$ cat src/common/clk_out_cfg_pkg.sv
// Purpose: Shared constants for the output channel configuration block.
// Assumes: 16-bit registers reached over a 32-bit serial frame.
// Notes: Reserved register bits are not stored and read back as zero.
package clk_out_cfg_pkg;

  // ----------------------------------------------------------------
  // Register offsets (register numbers on the serial port)
  // ----------------------------------------------------------------
  localparam logic [14:0] PAIR01_INTEGER_DIVIDER_OFS = 15'h0006;
  localparam logic [14:0] PAIR23_DRIVER_CONTROL_OFS = 15'h0007;
  localparam logic [14:0] PAIR23_INTEGER_DIVIDER_OFS = 15'h0008;
  localparam logic [14:0] CHAN4_OUTPUT_CONTROL_OFS = 15'h0009;

  // ----------------------------------------------------------------
  // Field positions
  // ----------------------------------------------------------------
  localparam int DIV_MSB = 7;
  localparam int SUPPLY_POS = 0;
  localparam int EN_LO_POS = 1;
  localparam int DRV_LO_POS = 3;
  localparam int CH3_EN_LO_POS = 5;
  localparam int CH3_DRV_LO_POS = 7;
  localparam int POS_SIDE_POS = 6;
  localparam int NEG_SIDE_POS = 7;
  localparam int EDGE_RATE_POS = 8;
  localparam int FRAC_EN_POS = 9;
  localparam int PREDIV_LO_POS = 10;
  localparam int SRC_LO_POS = 13;

  // Writable bit masks; all other bits are reserved
  localparam logic [15:0] DIV_MASK = 16'h00FF;
  localparam logic [15:0] CTL23_MASK = 16'h01FF;
  localparam logic [15:0] CTL4_MASK = 16'h7FDF;

  // ----------------------------------------------------------------
  // Reset values and encodings
  // ----------------------------------------------------------------
  localparam logic [15:0] REG_RESET = 16'h0000;
  localparam logic [1:0] EN_OFF = 2'h0;
  localparam logic [1:0] EN_CLOCK = 2'h1;
  localparam logic [1:0] EN_LOW = 2'h2;
  localparam logic [1:0] EN_HIGH = 2'h3;
  localparam logic [1:0] DRV_LVDS = 2'h0;
  localparam logic [1:0] DRV_ALT_LVDS = 2'h1;
  localparam logic [1:0] SRC_PLL = 2'h0;
  localparam logic [1:0] SRC_PRI = 2'h1;
  localparam logic [1:0] SRC_SEC = 2'h2;
  localparam logic [2:0] PREDIV_BY2 = 3'h0;
  localparam logic [2:0] PREDIV_BY3 = 3'h1;
  localparam logic [2:0] PREDIV_BY1 = 3'h7;

  // ----------------------------------------------------------------
  // Serial frame layout
  // ----------------------------------------------------------------
  localparam logic [5:0] FRAME_LAST = 6'h1F;
  localparam logic [5:0] CMD_LAST = 6'h0F;
  localparam int FRAC_W = 20;

endpackage : clk_out_cfg_pkg

$ cat src/clk_out_cfg.sv
// Purpose: Output channel 0..4 divider and driver configuration with serial register access.
// Assumes: Serial clock half period of at least four clk_i cycles; clk_i is the PLL path.
// Notes: Frame is 32 bits, MSB first: read flag, 15-bit register number, 16-bit data.
`timescale 1ns/100ps

module clk_out_cfg (
  input wire logic clk_i,
  input wire logic rst_n_i,
  input wire logic spi_sclk_i,
  input wire logic spi_cs_n_i,
  input wire logic spi_mosi_i,
  output logic spi_miso_o,
  output logic spi_miso_oe_o,
  input wire logic pri_ref_i,
  input wire logic sec_ref_i,
  input wire logic [19:0] chan4_frac_value_i,
  output logic pair_a_clk_o,
  output logic chan2_o,
  output logic chan2_oe_o,
  output logic [1:0] chan2_driver_type_o,
  output logic chan3_o,
  output logic chan3_oe_o,
  output logic [1:0] chan3_driver_type_o,
  output logic pair_b_supply_select_o,
  output logic chan4_pos_o,
  output logic chan4_pos_oe_o,
  output logic chan4_neg_o,
  output logic chan4_neg_oe_o,
  output logic [1:0] chan4_driver_type_o,
  output logic chan4_edge_rate_o,
  output logic chan4_supply_select_o
);

  // ----------------------------------------------------------------
  // Functions
  // ----------------------------------------------------------------
  // Integer divider step: wraps after value+1 ticks
  function automatic logic [8:0] div_step(input logic [7:0] cnt, input logic [7:0] lim);
    logic [8:0] r;
    r = (cnt == lim) ? {1'b1, 8'h00} : {1'b0, 8'(cnt + 8'h01)};
    return r;
  endfunction : div_step

  // Output level and enable from a two-bit enable code and the clock
  function automatic logic [1:0] chan_drive(input logic [1:0] en, input logic clk);
    logic [1:0] r;
    if (en == clk_out_cfg_pkg::EN_CLOCK) begin
      r = {clk, 1'b1};
    end else if (en == clk_out_cfg_pkg::EN_LOW) begin
      r = 2'h1;
    end else if (en == clk_out_cfg_pkg::EN_HIGH) begin
      r = 2'h3;
    end else begin
      r = 2'h0;
    end
    return r;
  endfunction : chan_drive

  // Folds the second LVDS-like code onto the first
  function automatic logic [1:0] drv_norm(input logic [1:0] code);
    return (code == clk_out_cfg_pkg::DRV_ALT_LVDS) ? clk_out_cfg_pkg::DRV_LVDS : code;
  endfunction : drv_norm

  // ----------------------------------------------------------------
  // Reset release and pin synchronisers
  // ----------------------------------------------------------------
  logic [1:0] rst_sync_q;
  logic rst_n;
  logic [4:0] pin_s1_q;
  logic [4:0] pin_s2_q;
  logic [2:0] edge_q;
  logic sclk_s;
  logic cs_n_s;
  logic mosi_s;
  logic pri_s;
  logic sec_s;

  always_ff @(posedge clk_i or negedge rst_n_i) begin
    if (!rst_n_i) begin
      rst_sync_q <= 2'h0;
    end else begin
      rst_sync_q <= {rst_sync_q[0], 1'b1};
    end
  end
  assign rst_n = rst_sync_q[1];

  always_ff @(posedge clk_i or negedge rst_n) begin
    if (!rst_n) begin
      pin_s1_q <= 5'h02;
      pin_s2_q <= 5'h02;
      edge_q <= 3'h0;
    end else begin
      // Two stages for every pin; select idles high
      pin_s1_q <= {sec_ref_i, pri_ref_i, spi_mosi_i, spi_cs_n_i, spi_sclk_i};
      pin_s2_q <= pin_s1_q;
      edge_q <= {sec_s, pri_s, sclk_s};
    end
  end
  assign sclk_s = pin_s2_q[0];
  assign cs_n_s = pin_s2_q[1];
  assign mosi_s = pin_s2_q[2];
  assign pri_s = pin_s2_q[3];
  assign sec_s = pin_s2_q[4];

  logic sclk_rise;
  logic sclk_fall;
  logic pri_tick;
  logic sec_tick;
  assign sclk_rise = sclk_s & ~edge_q[0];
  assign sclk_fall = ~sclk_s & edge_q[0];
  assign pri_tick = pri_s & ~edge_q[1];
  assign sec_tick = sec_s & ~edge_q[2];

  // ----------------------------------------------------------------
  // Serial register port
  // ----------------------------------------------------------------
  logic [15:0] div01_q, div01_d;
  logic [15:0] ctl23_q, ctl23_d;
  logic [15:0] div23_q, div23_d;
  logic [15:0] ctl4_q, ctl4_d;
  logic [31:0] sh_q, sh_d;
  logic [5:0] bit_q, bit_d;
  logic [15:0] rd_q, rd_d;
  logic rd_act_q, rd_act_d;
  logic miso_q, miso_d;

  function automatic logic [15:0] reg_read(input logic [14:0] a, input logic [15:0] r6,
                                           input logic [15:0] r7, input logic [15:0] r8,
                                           input logic [15:0] r9);
    logic [15:0] v;
    if (a == clk_out_cfg_pkg::PAIR01_INTEGER_DIVIDER_OFS) begin
      v = r6;
    end else if (a == clk_out_cfg_pkg::PAIR23_DRIVER_CONTROL_OFS) begin
      v = r7;
    end else if (a == clk_out_cfg_pkg::PAIR23_INTEGER_DIVIDER_OFS) begin
      v = r8;
    end else if (a == clk_out_cfg_pkg::CHAN4_OUTPUT_CONTROL_OFS) begin
      v = r9;
    end else begin
      v = 16'h0000;
    end
    return v;
  endfunction : reg_read

  always_comb begin
    logic [31:0] word;
    word = {sh_q[30:0], mosi_s};
    div01_d = div01_q;
    ctl23_d = ctl23_q;
    div23_d = div23_q;
    ctl4_d = ctl4_q;
    sh_d = sh_q;
    bit_d = bit_q;
    rd_d = rd_q;
    rd_act_d = rd_act_q;
    miso_d = miso_q;
    if (cs_n_s) begin
      bit_d = 6'h00;
      rd_act_d = 1'b0;
    end else if (sclk_rise) begin
      sh_d = word;
      bit_d = 6'(bit_q + 6'h01);
      if (bit_q == clk_out_cfg_pkg::CMD_LAST && word[15]) begin
        rd_d = reg_read(word[14:0], div01_q, ctl23_q, div23_q, ctl4_q);
        rd_act_d = 1'b1;
      end
      if (bit_q == clk_out_cfg_pkg::FRAME_LAST && !word[31]) begin
        if (word[30:16] == clk_out_cfg_pkg::PAIR01_INTEGER_DIVIDER_OFS) begin
          div01_d = word[15:0] & clk_out_cfg_pkg::DIV_MASK;
        end else if (word[30:16] == clk_out_cfg_pkg::PAIR23_DRIVER_CONTROL_OFS) begin
          ctl23_d = word[15:0] & clk_out_cfg_pkg::CTL23_MASK;
        end else if (word[30:16] == clk_out_cfg_pkg::PAIR23_INTEGER_DIVIDER_OFS) begin
          div23_d = word[15:0] & clk_out_cfg_pkg::DIV_MASK;
        end else if (word[30:16] == clk_out_cfg_pkg::CHAN4_OUTPUT_CONTROL_OFS) begin
          ctl4_d = word[15:0] & clk_out_cfg_pkg::CTL4_MASK;
        end
      end
    end else if (sclk_fall && rd_act_q) begin
      miso_d = rd_q[15];
      rd_d = {rd_q[14:0], 1'b0};
    end
  end

  always_ff @(posedge clk_i or negedge rst_n) begin
    if (!rst_n) begin
      div01_q <= clk_out_cfg_pkg::REG_RESET;
      ctl23_q <= clk_out_cfg_pkg::REG_RESET;
      div23_q <= clk_out_cfg_pkg::REG_RESET;
      ctl4_q <= clk_out_cfg_pkg::REG_RESET;
      sh_q <= 32'h00000000;
      bit_q <= 6'h00;
      rd_q <= 16'h0000;
      rd_act_q <= 1'b0;
      miso_q <= 1'b0;
    end else begin
      div01_q <= div01_d;
      ctl23_q <= ctl23_d;
      div23_q <= div23_d;
      ctl4_q <= ctl4_d;
      sh_q <= sh_d;
      bit_q <= bit_d;
      rd_q <= rd_d;
      rd_act_q <= rd_act_d;
      miso_q <= miso_d;
    end
  end

  // ----------------------------------------------------------------
  // Clock path: pair dividers and channel 4 source
  // ----------------------------------------------------------------
  logic [7:0] cnt01_q, cnt01_d;
  logic [7:0] cnt23_q, cnt23_d;
  logic tick01, tick23;
  logic [1:0] pre_q, pre_d;
  logic [19:0] acc_q, acc_d;
  logic src_tick, pre_tick, frac_tick;
  logic [1:0] src_sel;
  logic [2:0] prediv;

  assign src_sel = ctl4_q[clk_out_cfg_pkg::SRC_LO_POS +: 2];
  assign prediv = ctl4_q[clk_out_cfg_pkg::PREDIV_LO_POS +: 3];

  always_comb begin
    logic [8:0] s01;
    logic [8:0] s23;
    logic [1:0] pre_lim;
    logic [20:0] sum;
    pre_lim = 2'h1;
    sum = {1'b0, acc_q} + {1'b0, chan4_frac_value_i};
    s01 = div_step(cnt01_q, div01_q[clk_out_cfg_pkg::DIV_MSB:0]);
    s23 = div_step(cnt23_q, div23_q[clk_out_cfg_pkg::DIV_MSB:0]);
    cnt01_d = s01[7:0];
    cnt23_d = s23[7:0];
    tick01 = s01[8];
    tick23 = s23[8];
    if (src_sel == clk_out_cfg_pkg::SRC_PRI) begin
      src_tick = pri_tick;
    end else if (src_sel == clk_out_cfg_pkg::SRC_SEC) begin
      src_tick = sec_tick;
    end else begin
      src_tick = 1'b1;
    end
    if (prediv == clk_out_cfg_pkg::PREDIV_BY3) begin
      pre_lim = 2'h2;
    end else if (prediv == clk_out_cfg_pkg::PREDIV_BY1) begin
      pre_lim = 2'h0;
    end
    pre_d = pre_q;
    pre_tick = 1'b0;
    if (src_tick) begin
      pre_tick = (pre_q >= pre_lim);
      pre_d = pre_tick ? 2'h0 : 2'(pre_q + 2'h1);
    end
    acc_d = acc_q;
    frac_tick = 1'b0;
    if (ctl4_q[clk_out_cfg_pkg::FRAC_EN_POS]) begin
      if (pre_tick) begin
        acc_d = sum[19:0];
        frac_tick = sum[20];
      end
    end else begin
      pre_d = 2'h0;
      acc_d = 20'h00000;
      frac_tick = src_tick;
    end
  end

  always_ff @(posedge clk_i or negedge rst_n) begin
    if (!rst_n) begin
      cnt01_q <= 8'h00;
      cnt23_q <= 8'h00;
      pre_q <= 2'h0;
      acc_q <= 20'h00000;
    end else begin
      cnt01_q <= cnt01_d;
      cnt23_q <= cnt23_d;
      pre_q <= pre_d;
      acc_q <= acc_d;
    end
  end

  // ----------------------------------------------------------------
  // Output drivers (all outputs registered)
  // ----------------------------------------------------------------
  logic [1:0] ch2_d, ch3_d, ch4_d;
  logic [1:0] drv2_d, drv3_d, drv4_d;
  logic neg_ok;

  always_comb begin
    // both pair channels share one tick
    ch2_d = chan_drive(ctl23_q[clk_out_cfg_pkg::EN_LO_POS +: 2], tick23);
    ch3_d = chan_drive(ctl23_q[clk_out_cfg_pkg::CH3_EN_LO_POS +: 2], tick23);
    ch4_d = chan_drive(ctl4_q[clk_out_cfg_pkg::EN_LO_POS +: 2], frac_tick);
    drv2_d = drv_norm(ctl23_q[clk_out_cfg_pkg::DRV_LO_POS +: 2]);
    drv3_d = drv_norm(ctl23_q[clk_out_cfg_pkg::CH3_DRV_LO_POS +: 2]);
    drv4_d = drv_norm(ctl4_q[clk_out_cfg_pkg::DRV_LO_POS +: 2]);
    neg_ok = ctl4_q[clk_out_cfg_pkg::NEG_SIDE_POS] & ctl4_q[clk_out_cfg_pkg::POS_SIDE_POS];
  end

  always_ff @(posedge clk_i or negedge rst_n) begin
    if (!rst_n) begin
      spi_miso_o <= 1'b0;
      spi_miso_oe_o <= 1'b0;
      pair_a_clk_o <= 1'b0;
      chan2_o <= 1'b0;
      chan2_oe_o <= 1'b0;
      chan2_driver_type_o <= 2'h0;
      chan3_o <= 1'b0;
      chan3_oe_o <= 1'b0;
      chan3_driver_type_o <= 2'h0;
      pair_b_supply_select_o <= 1'b0;
      chan4_pos_o <= 1'b0;
      chan4_pos_oe_o <= 1'b0;
      chan4_neg_o <= 1'b0;
      chan4_neg_oe_o <= 1'b0;
      chan4_driver_type_o <= 2'h0;
      chan4_edge_rate_o <= 1'b0;
      chan4_supply_select_o <= 1'b0;
    end else begin
      spi_miso_o <= miso_d;
      spi_miso_oe_o <= rd_act_d;
      pair_a_clk_o <= tick01;
      chan2_o <= ch2_d[1];
      chan2_oe_o <= ch2_d[0];
      chan2_driver_type_o <= drv2_d;
      chan3_o <= ch3_d[1];
      chan3_oe_o <= ch3_d[0];
      chan3_driver_type_o <= drv3_d;
      pair_b_supply_select_o <= ctl23_q[clk_out_cfg_pkg::SUPPLY_POS];
      chan4_pos_o <= ch4_d[1] & ctl4_q[clk_out_cfg_pkg::POS_SIDE_POS];
      chan4_pos_oe_o <= ch4_d[0] & ctl4_q[clk_out_cfg_pkg::POS_SIDE_POS];
      chan4_neg_o <= ch4_d[1] & neg_ok;
      chan4_neg_oe_o <= ch4_d[0] & neg_ok;
      chan4_driver_type_o <= drv4_d;
      chan4_edge_rate_o <= ctl4_q[clk_out_cfg_pkg::EDGE_RATE_POS];
      chan4_supply_select_o <= ctl4_q[clk_out_cfg_pkg::SUPPLY_POS];
    end
  end

endmodule : clk_out_cfg

$ cat config.mk
export PLATFORM = sky130hd
export DESIGN_NAME = clk_out_cfg
export DESIGN_NICKNAME = d
export VERILOG_FILES = /design/src/common/clk_out_cfg_pkg.sv /design/src/clk_out_cfg.sv
export SDC_FILE = /design/constraint.sdc
export NUM_CORES = 1
export LEC_CHECK = 0
export ABC_AREA = 1
export CORE_AREA = 2 2 122 124
export CTS_BUF_LIST = sky130_fd_sc_hd__clkbuf_4 sky130_fd_sc_hd__clkbuf_8
export DETAILED_ROUTE_END_ITERATION = 10
export DIE_AREA = 0 0 124 126
export DONT_BUFFER_PORTS = 1
export PLACE_DENSITY = 0.71
export SYNTH_ARGS = -nofsm -noshare
export SYNTH_HDL_FRONTEND = slang
export SYNTH_SLANG_ARGS = --single-unit
export TNS_END_PERCENT = 5
$ cat constraint.sdc
create_clock -name clk_i -period 7.8 [get_ports clk_i]
set_input_delay 1.56 -clock clk_i [delete_from_list [all_inputs] [get_ports clk_i]]
set_output_delay 1.56 -clock clk_i [all_outputs]
set_load 0.01 [all_outputs]
==> results of run 1 <==
## per-stage QoR
stage,cell area (um^2),hold slack (ns)
global route,8950,0.369
CTS,8950,0.354
detailed placement,8510,0.336
floorplan,8370,0.331
global placement,8510,0.334
finish,8950,0.352
## power groups by stage
stage,sequential (mW),combinational (mW),clock [mW]
final,0.898,0.122,0.685
after detailed placement,0.914,0.120,0
after CTS,0.897,0.122,0.697
after global routing,0.901,0.139,0.727
after global placement,0.914,0.119,0
after floorplan,0.911,0.0853,0
## state kept, by name, summed over array words and instances (netlist names), 2 cells and up
name and count:
sh_q 31, acc_q 20, rd_q 16, ctl4_q 14, ctl23_q 9, cnt01_q 8
cnt23_q 8, div01_q 8, div23_q 8, bit_q 6, pin_s1_q 5, pin_s2_q 5
edge_q 3, chan2_driver_type_o 2, chan3_driver_type_o 2, chan4_driver_type_o 2, pre_q 2, rst_sync_q 2
## cell families after synthesis
family	after synthesis	synth area share
buffers and inverters	163	0.0773
AOI/OAI and AO/OA	159	0.103
xor gates and xnor gates	21	0.0220
and+or+nand+nor	516	0.263
DFF	165	0.493
muxes	1	0.00120
adders and majority gates	26	0.0398
other	1	0.000448
## area by class of cell
type,count,area [um^2],share of cell area
flip-flops and latches,165,4140,0.462
multi-input cells,724,3590,0.402
inverters,137,514,0.0575
clock buffers,22,290,0.0324
well taps,184,230,0.0257
clock inverters,8,148,0.0165
repair buffers,5,37.5,0.00419
## cells in the mapped netlist (5+ instances only)
cell type	number	area (um^2)
dfrtp_1	163	4080
xor2_1	6	52.6
nor3_1	9	45.0
buf_2	7	35.0
nand2_1	310	1160
a21oi_1	40	200
clkbuf_1	12	45.0
ha_1	25	313
o21ai_0	69	345
nand4_1	16	100
inv_2	8	30.0
o21ai_1	29	145
nor2_4	5	56.3
xnor2_1	15	131
nand3_1	58	290
inv_1	128	480
o21ai_2	12	105
nor2_1	97	364
## worst max-delay path: stages (launching register included)
cell	delay, ns
dfrtp_1	0.38
inv_2	0.06
nand2_2	0.28
nor2_4	0.16
buf_4	0.45
nand2_1	0.21
nor2_1	0.37
nor2_1	0.07
buf_4	0.22
inv_1	0.30
nor2_1	0.09
a21oi_1	0.13
## how the worst max path moves through the flow
stage | start | slack [ns] | depth (start not counted) | endpoint
finish | edge_q[0]$_DFF_PN0_ | 4.99 | 11 | rd_q[11]$_DFFE_PN0P_
global route | edge_q[0]$_DFF_PN0_ | 4.69 | 11 | rd_q[11]$_DFFE_PN0P_
CTS | edge_q[0]$_DFF_PN0_ | 4.97 | 11 | rd_q[11]$_DFFE_PN0P_
detailed placement | chan4_frac_value_i[0] | 4.58 | 13 | acc_q[12]$_DFFE_PN0P_
global placement | chan4_frac_value_i[0] | 4.65 | 13 | acc_q[16]$_DFFE_PN0P_
floorplan | rst_sync_q[1]$_DFF_PN0_ | 2.87 | 0 | acc_q[0]$_DFFE_PN0P_
## per-layer routing
layer	part of all wire	up-vias	routed length [um]
met2	0.48	145	8700
met4	0.0097	0	176
met1	0.46	3168	8400
met3	0.044	14	795
li1	-	3350	-
met5	0	-	0
==> flow_summary.yaml, run 1 <==
run_status:
  status: "finished clean"
worst_setup_path:
  r2r_setup_slack_ns: 4.99
  cp.required_ns: 8.18
  r2r_end: "rd_q[11]$_DFFE_PN0P_"
  startpoint_type: "flop"
  worstRegToRegCells: 11
  end_kind: "flop"
  cp_max_fo: 60
  r2r-start: "edge_q[0]$_DFF_PN0_"
  criticalPathCategory: "reg -> reg"
  crit_arrival_ns: 3.19
sta:
  post-route-min-period_ns: 2.81
  final.setup.tns_ns: 0
  tightestPinTransition_ns: 0.785
  relSlewSlack: 0.477
  fmax_mhz: 356
  setup_viol: 0
  worst_slack_ns: 4.99
  finalHoldViolCount: 0
  finalCritPeriodShare: 0.360
  fin_skew_ns: 0.0172
  report.final.slew_viol_count: 0
  rsz0062_at_grt: "false"
clock_tree:
  clk_pin_slew_ns: 0.08
  cts_num_sinks: 165
  postCtsSetupBuffers: 0
  cts_max_level: 4
  worstSkewPairLatency_ns: 0.47
  cts_buffer_depth: 2
  postCtsHoldBufs: 0
  cts_made_buffers: 17
  cts_resized: 0
  cts_root_buf: "clkbuf_8"
  cts_tree: "built"
place:
  io_buffers: 0
  hpwl_um: 13100
  gp_congestion: 0.951
  post-place-ws_ns: 4.58
  dpl.cell_count: 1215
floorplan:
  core_mm2: 0.0143
  die-area_mm2: 0.0156
  die_h_um: 126
  die_width_um: 124
  io_pins: 47
  initial_core_util: 0.585
  num_rows: 44
power:
  irDropWorstVdd_v: 0.000140
  pwr-share-clk: 0.402
  swShare: 0.252
  p_leak_nw: 4.41
  pwr-share-seq: 0.526
  p_total_mw: 1.71
  power.internal_mw: 1.28
  p_comb_frac: 0.072
  powerDensity_mw_per_mm2: 191
  p_sw_uw: 430
yosys:
  synth_cell_type_count: 42
  ys.flop_type: "dfrtp_1"
  syn_nets: 1105
  ys_seq_area_frac: 0.493
  synth-edff-count: 0
  syn_area_mm2: 0.00837
  async_reset_ff_frac: 1.00
  postSynthCellCount: 1052
  yosys_register_bits: 165
  yosys_warnings: 0
  avgSynthCellArea_um2: 7.96
global_routing:
  grt_use_met3: 0.0498
  grt_usage: 0.248
  use_met2: 0.399
  overflow: 0
  grt_pass1_wl_um: 30200
  globalRoute.busiestLayer: "met2"
  antenna_found_initial: 0
  grt_use_met1: 0.349
  grt_pass1_vias: 6254
  grt_max_degree: 62
layout:
  mostFrequentLayoutCells: "310 x nand2_1, 162 x dfrtp_1, 128 x inv_1"
  area_growth_pct: 6.89
  num_antenna_cells: 0
  fillCellCount: 1283
  final_nets: 1103
  final_common_cell: "nand2_1"
  instances_no_fill: 1245
  final_util: 0.625
  drive_gt1_frac: 0.0716
detailed_routing:
  vias: 6677
  ant_nets: 0
  wl_um: 18100
  routedWlPerCell_um: 14.5
  first_pass_iters: 5
  via_per_inst: 5.36
  drt-initial-drc-count: 524
  drcViolationCount: 0
min_path:
  min_path_cells: 0
  min_from: "pin_s1_q[0]$_DFF_PN0_"
  min_to: "pin_s2_q[0]$_DFF_PN0_"
  min_path_type: "reg -> reg"
flow_run:
  max-cap-violations: 0
(Power assumes the default switching activity.)
==> run 2, diff against run 1 <==
- PLACE_DENSITY: 0.71 -> 0.74
- clock period: 7.8 -> 2.5 ns (I/O delays scaled with it)
==> run 2 against run 1 <==
Design area is 0.70% higher. Setup slack got worse by 4.8 ns. Total power rose to 3.1 times the previous value. Critical path depth up 3. First-iteration DRC count increased by 11%.
==> flow_summary.yaml, run 2 (synthesized netlist as in run 1, its figures left out) <==
floorplan:
  initial_core_util: 0.585
  die_width_um: 124
  die-area_mm2: 0.0156
  io_pins: 47
  core_mm2: 0.0143
  die_h_um: 126
  num_rows: 44
worst_setup_path:
  r2r_setup_slack_ns: 0.19
  cp.required_ns: 2.83
  end_kind: "flop"
  criticalPathCategory: "reg -> reg"
  cp_max_fo: 19
  worstRegToRegCells: 14
  r2r_end: "acc_q[9]$_DFFE_PN0P_"
  startpoint_type: "flop"
  r2r-start: "ctl4_q[11]$_DFFE_PN0P_"
  crit_arrival_ns: 2.64
global_routing:
  grt_max_degree: 76
  grt_pass1_vias: 6235
  use_met2: 0.369
  grt_pass1_wl_um: 29600
  grt_use_met3: 0.0530
  overflow: 0
  grt_use_met1: 0.350
  grt_usage: 0.241
  globalRoute.busiestLayer: "met2"
  antenna_found_initial: 0
min_path:
  min_from: "pri_ref_i"
  min_path_cells: 0
  min_to: "pin_s1_q[3]$_DFF_PN0_"
  min_path_type: "in -> reg"
sta:
  final.setup.tns_ns: 0
  holdWs_ns: 0.0625
  finalHoldViolCount: 0
  post-route-min-period_ns: 2.31
  relSlewSlack: 0.566
  rsz0062_at_grt: "false"
  fmax_mhz: 432
  fin_skew_ns: 0.0100
  report.final.slew_viol_count: 0
  finalCritPeriodShare: 0.925
  tightestPinTransition_ns: 0.646
  setup_viol: 0
  worst_slack_ns: 0.187
detailed_routing:
  drt-initial-drc-count: 582
  first_pass_iters: 5
  via_per_inst: 5.31
  routedWlPerCell_um: 13.9
  ant_nets: 0
  drcViolationCount: 0
  wl_um: 17400
  vias: 6646
layout:
  area_growth_pct: 7.64
  final_nets: 1108
  largest_register_ff_count: 31
  mostFrequentLayoutCells: "309 x nand2_1, 162 x dfrtp_1, 128 x inv_1"
  post-route-cell-area_mm2: 0.00901
  reg_top3: "sh_q x31, acc_q x20, rd_q x16"
  final_common_cell: "nand2_1"
  largest-register: "sh_q"
  num_antenna_cells: 0
  drive_gt1_frac: 0.0768
place:
  dpl_cell_area_mm2: 0.00856
  gp_congestion: 0.923
  post-place-ws_ns: 0.123
  hpwl_um: 12800
  io_buffers: 0
clock_tree:
  cts_made_buffers: 17
  cts_root_buf: "clkbuf_8"
  clk_pin_slew_ns: 0.09
  cts_max_level: 4
  cts_num_sinks: 165
  cts_tree: "built"
  worstSkewPairLatency_ns: 0.46
  cts_buffer_depth: 2
power:
  p_leak_nw: 4.43
  p_total_mw: 5.23
  powerDensity_mw_per_mm2: 581
  irDropWorstVdd_v: 0.000455
run_status:
  status: "finished clean"
flow_run:
  max-cap-violations: 0
-- run 2: worst max-delay path by stage --
stage / cells after the start / end / slack (ns) / startpoint
after floorplan: 13 / acc_q[6]$_DFFE_PN0P_ / 0.39 / ctl4_q[11]$_DFFE_PN0P_
after global placement: 12 / acc_q[10]$_DFFE_PN0P_ / 0.27 / ctl4_q[11]$_DFFE_PN0P_
after detailed placement: 12 / acc_q[9]$_DFFE_PN0P_ / 0.12 / ctl4_q[11]$_DFFE_PN0P_
after CTS: 12 / acc_q[9]$_DFFE_PN0P_ / 0.1 / ctl4_q[11]$_DFFE_PN0P_
after global routing: 14 / acc_q[9]$_DFFE_PN0P_ / 0.01 / ctl4_q[11]$_DFFE_PN0P_
final: 14 / acc_q[9]$_DFFE_PN0P_ / 0.19 / ctl4_q[11]$_DFFE_PN0P_
-- run 2: layer usage --
| layer | share of wire | vias up | routed length, um |
|---|---|---|---|
| met1 | 0.48 | 3126 | 8340 |
| li1 | - | 3369 | - |
| met5 | 0 | - | 0 |
| met3 | 0.048 | 18 | 838 |
| met2 | 0.46 | 133 | 8050 |
| met4 | 0.012 | 0 | 214 |
-- run 2: critical path, cell delays in order, from the launching register on --
cell and delay, ns:
dfrtp_1 0.41, or3b_2 0.49, nand2_1 0.07, inv_1 0.04, ha_1 0.26, inv_1 0.03
nand2_1 0.04, a21oi_1 0.06, nor2_1 0.19, inv_1 0.06, nand2_1 0.07, inv_1 0.06
buf_4 0.21, nand2_1 0.07, o21ai_0 0.11
-- run 2: stage by stage --
step	instances	utilization
detailed placement	1218	0.598
CTS	1252	0.629
global route	1252	0.630
floorplan	1052	-
global placement	1218	0.598
finish	1252	0.630
-- run 2: area by class of cell --
cell class / instances / area, um^2
timing repair buffer: 10 / 105
clock inverter: 11 / 149
fill: 1262 / 5300
tap: 184 / 230
clock buffer: 21 / 277
sequential: 165 / 4140
multi-input combinational: 724 / 3600
inverter: 137 / 519
-- run 2: report_power, final --
group          total [mW]  internal (mW)  switching, mW
clock network        2.05           1.07          0.980
registers            2.79           2.71         0.0726
logic               0.399         0.0917          0.307
total                5.23           3.87           1.36
-- run 2: timing repair --
action,CTS,global route
endpoints found under the setup margin,0,6
endpoints found under the hold margin,3,0
hold buffers,2,0
buffers inserted,0,0
resized for setup,0,4
